File: src/itc_consts.vh
// Constants for the I2C target control and interrupt block.
`ifndef ITC_CONSTS_VH
`define ITC_CONSTS_VH
`define ITC_ADDR_W 4
`define ITC_OFF_CTRL 4'h0
`define ITC_OFF_STAT 4'h4
`define ITC_OFF_MASK 4'h8
`define ITC_OFF_ADDR 4'hc
`define ITC_CTRL_RESET 16'h0000
`define ITC_BIT_TX_IRQ 10
`define ITC_BIT_RX_IRQ 9
`define ITC_BIT_STOP_IRQ 8
`define ITC_BIT_FORCE_NACK 7
`define ITC_BIT_RSVD 6
`define ITC_CTRL_WMASK 16'h0780
`define ITC_ST_RX 0
`define ITC_ST_TX 1
`define ITC_ST_STOP 2
`define ITC_ST_W 3
`define ITC_OWN_ADDR_RESET 7'h3a
`endif

File: src/itc_sync.v
// Two-flop synchroniser for asynchronous pin inputs.
module itc_sync (
   // Clock and reset
   input wire clk_i,
   input wire rst_i,
   // Data
   input wire d_i,
   output reg q_o
);
   reg meta_q;
   always @(posedge clk_i or posedge rst_i) begin
      if (rst_i) begin
         meta_q <= 1'b1;
         q_o <= 1'b1;
      end else begin
         meta_q <= d_i;
         q_o <= meta_q;
      end
   end
endmodule // itc_sync

File: src/itc_target.v
// I2C target engine with control register, interrupts and Avalon-MM slave.
//
// Register access over Avalon-MM and the address map were left to the implementer.
`include "itc_consts.vh"
module itc_target (
   // Clock and reset
   input wire ref_clk_i,
   input wire rst_i,
   // Avalon-MM slave
   input wire [`ITC_ADDR_W-1:0] avs_address_i,
   input wire avs_read_i,
   input wire avs_write_i,
   input wire [31:0] avs_writedata_i,
   output reg [31:0] avs_readdata_o,
   output wire avs_waitrequest_o,
   // I2C pins
   input wire scl_i,
   input wire sda_i,
   output wire sda_o,
   output wire sda_oe_o,
   // Transmit data and received data
   input wire [7:0] tx_data_i,
   output reg [7:0] rx_data_o,
   // Interrupt
   output wire irq_o
);
   localparam S_IDLE = 4'b0001;
   localparam S_BITS = 4'b0010;
   localparam S_ACK = 4'b0100;
   localparam S_TXACK = 4'b1000;

   // ----------------------------------------------------------------
   // Pin synchronisers and edge detection
   // ----------------------------------------------------------------
   wire scl_s;
   wire sda_s;
   reg scl_q;
   reg sda_q;
   itc_sync u_scl (.clk_i(ref_clk_i), .rst_i(rst_i), .d_i(scl_i), .q_o(scl_s));
   itc_sync u_sda (.clk_i(ref_clk_i), .rst_i(rst_i), .d_i(sda_i), .q_o(sda_s));
   always @(posedge ref_clk_i or posedge rst_i) begin
      if (rst_i) begin
         scl_q <= 1'b1;
         sda_q <= 1'b1;
      end else begin
         scl_q <= scl_s;
         sda_q <= sda_s;
      end
   end
   wire scl_rise = scl_s & ~scl_q;
   wire scl_fall = ~scl_s & scl_q;
   wire start_det = scl_s & scl_q & sda_q & ~sda_s;
   wire stop_det = scl_s & scl_q & ~sda_q & sda_s;

   // ----------------------------------------------------------------
   // Registers
   // ----------------------------------------------------------------
   reg [15:0] ctrl_q;
   reg [`ITC_ST_W-1:0] stat_q;
   reg [`ITC_ST_W-1:0] mask_q;
   reg [6:0] own_addr_q;
   reg rd_pend_q;
   wire wr_ctrl = avs_write_i & (avs_address_i == `ITC_OFF_CTRL);
   wire rd_stat = avs_read_i & ~rd_pend_q & (avs_address_i == `ITC_OFF_STAT);
   // One wait cycle on reads so read data come from a flop.
   assign avs_waitrequest_o = avs_read_i & ~rd_pend_q;

   // ----------------------------------------------------------------
   // Byte engine
   // ----------------------------------------------------------------
   reg [3:0] st_q;
   reg [3:0] bit_cnt_q;
   reg [7:0] shift_q;
   reg addr_ph_q;
   reg rnw_q;
   reg sel_q;
   reg drive_low_q;
   reg rx_ev;
   reg tx_ev;
   reg nack_used;
   wire ack_this = ~ctrl_q[`ITC_BIT_FORCE_NACK];

   always @(posedge ref_clk_i or posedge rst_i) begin
      if (rst_i) begin
         st_q <= S_IDLE;
         bit_cnt_q <= 4'h0;
         shift_q <= 8'h00;
         addr_ph_q <= 1'b0;
         rnw_q <= 1'b0;
         sel_q <= 1'b0;
         drive_low_q <= 1'b0;
         rx_data_o <= 8'h00;
      end else if (start_det) begin
         st_q <= S_BITS;
         bit_cnt_q <= 4'h0;
         addr_ph_q <= 1'b1;
         sel_q <= 1'b0;
         drive_low_q <= 1'b0;
      end else if (stop_det) begin
         st_q <= S_IDLE;
         drive_low_q <= 1'b0;
      end else begin
         case (st_q)
            S_IDLE: begin
               drive_low_q <= 1'b0;
            end
            S_BITS: begin
               if (scl_rise && !(sel_q && rnw_q)) begin
                  shift_q <= {shift_q[6:0], sda_s};
                  bit_cnt_q <= bit_cnt_q + 4'h1;
               end else if (scl_rise) begin
                  bit_cnt_q <= bit_cnt_q + 4'h1;
               end
               if (scl_fall && sel_q && rnw_q) begin
                  drive_low_q <= ~shift_q[7];
                  shift_q <= {shift_q[6:0], 1'b1};
               end
               if (scl_fall && bit_cnt_q == 4'h8) begin
                  bit_cnt_q <= 4'h0;
                  if (sel_q && rnw_q) begin
                     drive_low_q <= 1'b0;
                     st_q <= S_TXACK;
                  end else if (addr_ph_q) begin
                     if (shift_q[7:1] == own_addr_q) begin
                        drive_low_q <= ack_this;
                        rnw_q <= shift_q[0];
                        sel_q <= ack_this;
                        st_q <= S_ACK;
                     end else begin
                        st_q <= S_IDLE;
                     end
                  end else begin
                     drive_low_q <= ack_this;
                     rx_data_o <= shift_q;
                     st_q <= S_ACK;
                  end
               end
            end
            S_ACK: begin
               if (scl_fall) begin
                  addr_ph_q <= 1'b0;
                  if (!sel_q) begin
                     drive_low_q <= 1'b0;
                     st_q <= S_IDLE;
                  end else if (rnw_q) begin
                     shift_q <= {tx_data_i[6:0], 1'b1};
                     drive_low_q <= ~tx_data_i[7];
                     bit_cnt_q <= 4'h0;
                     st_q <= S_BITS;
                  end else begin
                     drive_low_q <= 1'b0;
                     st_q <= S_BITS;
                  end
               end
            end
            S_TXACK: begin
               if (scl_rise) begin
                  if (sda_s) begin
                     st_q <= S_IDLE;
                  end else begin
                     st_q <= S_ACK;
                  end
               end
            end
            default: begin
               st_q <= S_IDLE;
            end
         endcase
      end
   end

   always @* begin
      rx_ev = 1'b0;
      tx_ev = 1'b0;
      nack_used = 1'b0;
      if (!start_det && !stop_det && st_q == S_BITS && scl_fall && bit_cnt_q == 4'h8) begin
         tx_ev = sel_q & rnw_q;
         rx_ev = ~(sel_q & rnw_q) & ~addr_ph_q;
         // A byte meant for another target is not ours to refuse, so the forced refusal waits for our own.
         nack_used = ~(sel_q & rnw_q) & ctrl_q[`ITC_BIT_FORCE_NACK]
            & (~addr_ph_q | (shift_q[7:1] == own_addr_q));
      end
   end

   assign sda_o = 1'b0;
   assign sda_oe_o = drive_low_q;

   // ----------------------------------------------------------------
   // Register file and interrupts
   // ----------------------------------------------------------------
   wire [`ITC_ST_W-1:0] ev;
   assign ev[`ITC_ST_RX] = rx_ev & ctrl_q[`ITC_BIT_RX_IRQ];
   assign ev[`ITC_ST_TX] = tx_ev & ctrl_q[`ITC_BIT_TX_IRQ];
   assign ev[`ITC_ST_STOP] = stop_det & ctrl_q[`ITC_BIT_STOP_IRQ];

   always @(posedge ref_clk_i or posedge rst_i) begin
      if (rst_i) begin
         ctrl_q <= `ITC_CTRL_RESET;
         stat_q <= {`ITC_ST_W{1'b0}};
         mask_q <= {`ITC_ST_W{1'b0}};
         own_addr_q <= `ITC_OWN_ADDR_RESET;
         rd_pend_q <= 1'b0;
         avs_readdata_o <= 32'h00000000;
      end else begin
         rd_pend_q <= avs_read_i & ~rd_pend_q;
         // Reserved bits are not stored, so bit 6 always reads zero.
         if (wr_ctrl) begin
            ctrl_q <= avs_writedata_i[15:0] & `ITC_CTRL_WMASK;
         end else if (nack_used) begin
            // Forced not-acknowledge covers one byte only.
            ctrl_q[`ITC_BIT_FORCE_NACK] <= 1'b0;
         end
         if (avs_write_i && avs_address_i == `ITC_OFF_MASK) begin
            mask_q <= avs_writedata_i[`ITC_ST_W-1:0];
         end
         if (avs_write_i && avs_address_i == `ITC_OFF_ADDR) begin
            own_addr_q <= avs_writedata_i[6:0];
         end
         // A new event in the read cycle survives the clear.
         stat_q <= (rd_stat ? {`ITC_ST_W{1'b0}} : stat_q) | ev;
         if (avs_read_i && !rd_pend_q) begin
            case (avs_address_i)
               `ITC_OFF_CTRL: avs_readdata_o <= {16'h0000, ctrl_q};
               `ITC_OFF_STAT: avs_readdata_o <= {29'h0, stat_q};
               `ITC_OFF_MASK: avs_readdata_o <= {29'h0, mask_q};
               `ITC_OFF_ADDR: avs_readdata_o <= {25'h0, own_addr_q};
               default: avs_readdata_o <= 32'h00000000;
            endcase
         end
      end
   end

   assign irq_o = |(stat_q & mask_q);
endmodule // itc_target

File: config.mk
export PLATFORM = sky130hd
export DESIGN_NAME = itc_target
export DESIGN_NICKNAME = d
export VERILOG_FILES = /design/src/itc_sync.v /design/src/itc_target.v
export VERILOG_INCLUDE_DIRS = /design/src
export SDC_FILE = /design/constraint.sdc
export NUM_CORES = 1
export LEC_CHECK = 0
export ABC_AREA = 0
export BUFFER_PORTS_ARGS = -buffer_cell sky130_fd_sc_hd__clkbuf_2
export CAP_MARGIN = 20
export CORE_AREA = 5 5 65 125
export DETAILED_ROUTE_END_ITERATION = 7
export DIE_AREA = 0 0 70 130
export PLACE_DENSITY = 0.73
export SYNTH_ARGS = -nofsm -noshare
export SYNTH_HDL_FRONTEND = slang
export SYNTH_HIERARCHICAL = 1
export SYNTH_SLANG_ARGS = --single-unit
File: constraint.sdc
create_clock -name ref_clk_i -period 1.9 [get_ports ref_clk_i]
set_input_delay 0.285 -clock ref_clk_i [delete_from_list [all_inputs] [get_ports ref_clk_i]]
set_output_delay 0.285 -clock ref_clk_i [all_outputs]
set_load 0.01 [all_outputs]
==> reports/results.ini <==
[clocking]
clockBufferDepth = 2
h-tree-depth = 3
root_buffer = clkbuf_16
clk_pin_slew_ns = 0.05
clock_latency_ns = 0.33
cts_buffers = 9
cts_sinks = 63
cts_tree = built

[timing]
hold_violations = 0
rsz0062_at_grt = yes
min_period_ns = 1.99
fmax_ghz = 0.504
post-route-period-util_pct = 104
fin_skew_ns = 0.00616
drv_slew = 0
finalWorstSetupSlack_ns = -0.0853
setup_viol = 9

[worst_setup_path]
crit_slowest_cell = or4b_4
rrSetupSlack_ns = -0.09
cp_cell_sequence = or4b_4, a21oi_4, nand2b_4, or3_4, mux2_4
critPathMaxFanout = 4
max_stage_delay_ns = 0.57
end_kind = register
crit_arrival_ns = 2.20
cp.required_ns = 2.11
crit_path_start_kind = register
critPathKind = reg -> reg

[final_layout]
syn2layout_area_growth_pct = 32.6
layout-drive-gt1-share_pct = 42.8
layout.nets = 444
diodes = 0
final_util_pct = 60.5

[synth]
synth_edf_count = 0
ys_top_cells_by_area = dfrtp_1 (41%), dfstp_2 (9.1%), mux2_2 (8.8%)
ys_types = 53
syn-cell-area_um2 = 3190
async_flop_share_pct = 100
ys_seq_area_share_pct = 49.8
synth_top_area_share_pct = 40.8
synthDominantAreaCellType = dfrtp_1
yosys_warnings = 6
yosys_register_bits = 63
synthCells = 296
synthFlopType = dfrtp_1
avgSynthCellArea_um2 = 10.8

[route]
via_count = 2515
wl_mm = 7.97
vias_per_cell = 5.16
routedWlPerCell_um = 16.4
dr.first_iter.drc_count = 97
drc_errors = 0
drtPass1Iterations = 4
antenna_left = 0

[floorplan]
core_area_um2 = 6990
io_pins = 94
rows = 43
die_h_um = 130
die_x_um = 70
start_util_pct = 45.6
design.die.area_um2 = 9100

[outcome]
status = finished with violations
violations = negative setup slack

[grt]
antenna_found_initial = 0
grt_use_met2_pct = 33.0
top_usage_layer = met2
use_met3_pct = 5.32
grt_pass1_wl_mm = 12.4
grt_max_degree = 60
grt_util_met1_pct = 17.5
grt_pass1_vias = 2614
gr-total-overflow = 0
grtUsageTotal_pct = 17.7

[pwr]
peakVddDrop_v = 0.000603
p_leak_nw = 2.02
total_power_mw = 4.28
power.density_nw_per_um2 = 1010

[min_path]
hp-class = in -> reg

[place]
pre_cts_ws_ns = -0.191
portBuffers = 50
gp_congestion = 0.903
dp_hpwl_mm = 5.86

[job]
cap_violations = 0

==> cell usage after synthesis, types with 2 or more instances <==
cell	number
nand3_1	5
a31oi_1	7
xnor2_1	3
nor4_1	3
clkbuf_1	6
inv_1	10
nand4_1	2
xor2_1	4
a21oi_1	6
dfrtp_1	52
o21ai_1	2
ha_1	2
nor3b_1	3
or2_2	2
or3_1	2
buf_4	23
nor3_1	4
a22o_1	18
nor2_1	18
nand2_1	31
buf_2	4
o21a_1	4
mux2i_1	2
and4_1	2
nand2b_1	7
dfstp_2	11
nand4b_1	2
o21ai_0	9
mux2_2	25
nor2b_1	4
==> power by group <==
part	switching, mW	total [mW]	internal, mW	leakage [nW]
Clock	0.559	1.68	1.12	0.149
Combinational	0.423	0.895	0.471	1.10
Sequential	0.161	1.70	1.54	0.770
Total	1.14	4.28	3.14	2.02
==> final timing paths <==
path                         startpoint             to  cells after the start
min                               sda_i   u_sda/meta_q                      1
min reg2reg                u_sda/meta_q      u_sda/q_o                      0
max reg2reg                     st_q[0]          rnw_q                      5
max in group asynchronous         rst_i  own_addr_q[4]                      4
max                             st_q[0]          rnw_q                      5
min in group asynchronous         rst_i      u_sda/q_o                      3
==> final cells by class <==
class	count	area, µm²
Inverter	10	37.5
Clock inverter	2	37.5
Multi-Input combinational cell	210	1520
Clock buffer	14	274
Tap cell	90	113
Timing Repair Buffer	98	658
Fill cell	565	2760
Sequential cell	63	1590
==> cells in the final DEF, fill, tap and decap left out, types with 3 or more instances in the layout <==
master     netlist  routed
a21oi_1          6       4
a22o_1          18      18
a31oi_1          7       7
buf_12           0       3
buf_4           23      42
clkbuf_16        0       9
clkbuf_2         0      50
clkbuf_8         0       3
conb_1           1      22
dfrtp_1         52      52
dfstp_2         11      11
inv_1           10       7
inv_2            0       3
mux2_2          25      17
mux2_4           0       9
nand2_1         31      31
nand2b_1         7       5
nand3_1          5       5
nor2_1          18      18
nor2b_1          4       4
nor3_1           4       4
nor3b_1          3       3
nor4_1           3       3
o21a_1           4       4
o21ai_0          9       6
o21ai_1          2       4
xnor2_1          3       3
xor2_1           4       4
==> layer usage <==
layer	vias up	share of wire (%)
li1	1203	-
met1	1218	36
met2	76	56
met3	18	5.5
met4	0	2.6
met5	-	0
==> worst max-delay path: cells and delay by family (launching register included) <==
kind	cells	cell delay [ns]
AOI/OAI and AO/OA	1	0.17
DFF	1	0.38
and+or+nand+nor	3	1.01
muxes	1	0.31
==> logic make-up (layout without fill, tap and decap cells) <==
logic type / count (synthesis) / after routing / share of synthesized area [%]
compound gates: 59 / 59 / 14.2
mux: 28 / 28 / 9.80
buf+inv: 44 / 124 / 8.27
other cells: 1 / 22 / 0.118
fa+ha+maj: 2 / 2 / 0.784
flops: 63 / 63 / 49.8
simple gates: 92 / 92 / 15.0
xor+xnor: 7 / 7 / 1.92
==> metrics by stage <==
step                      instances  hold slack [ns]  cell area (µm²)  setup TNS (ns)
after global routing            487           0.0398             4230           -1.68
final                           487           0.0504             4230          -0.154
after global placement          464            0.328             3760          -0.983
after floorplan                 317            0.197             3280          -0.699
after CTS                       485           0.0425             4160          -0.737
after detailed placement        464            0.332             3760           -1.58
==> state kept, by name, indices dropped and copies added (netlist names), 4 cells and up <==
name	count
avs_readdata_o	11
bit_cnt_q	4
own_addr_q	7
st_q	4
rx_data_o	8
ctrl_q	4
shift_q	8
==> repair_timing <==
item                                   4_1_cts  5_1_grt
setup buffers                                4        3
hold buffers                                 1        0
endpoints found under the hold margin        4        0
resized for setup                           10       19
setup endpoints to repair                   15       26
pin swaps                                    3        6
Note: power is estimated with default switching activity, not from simulation.
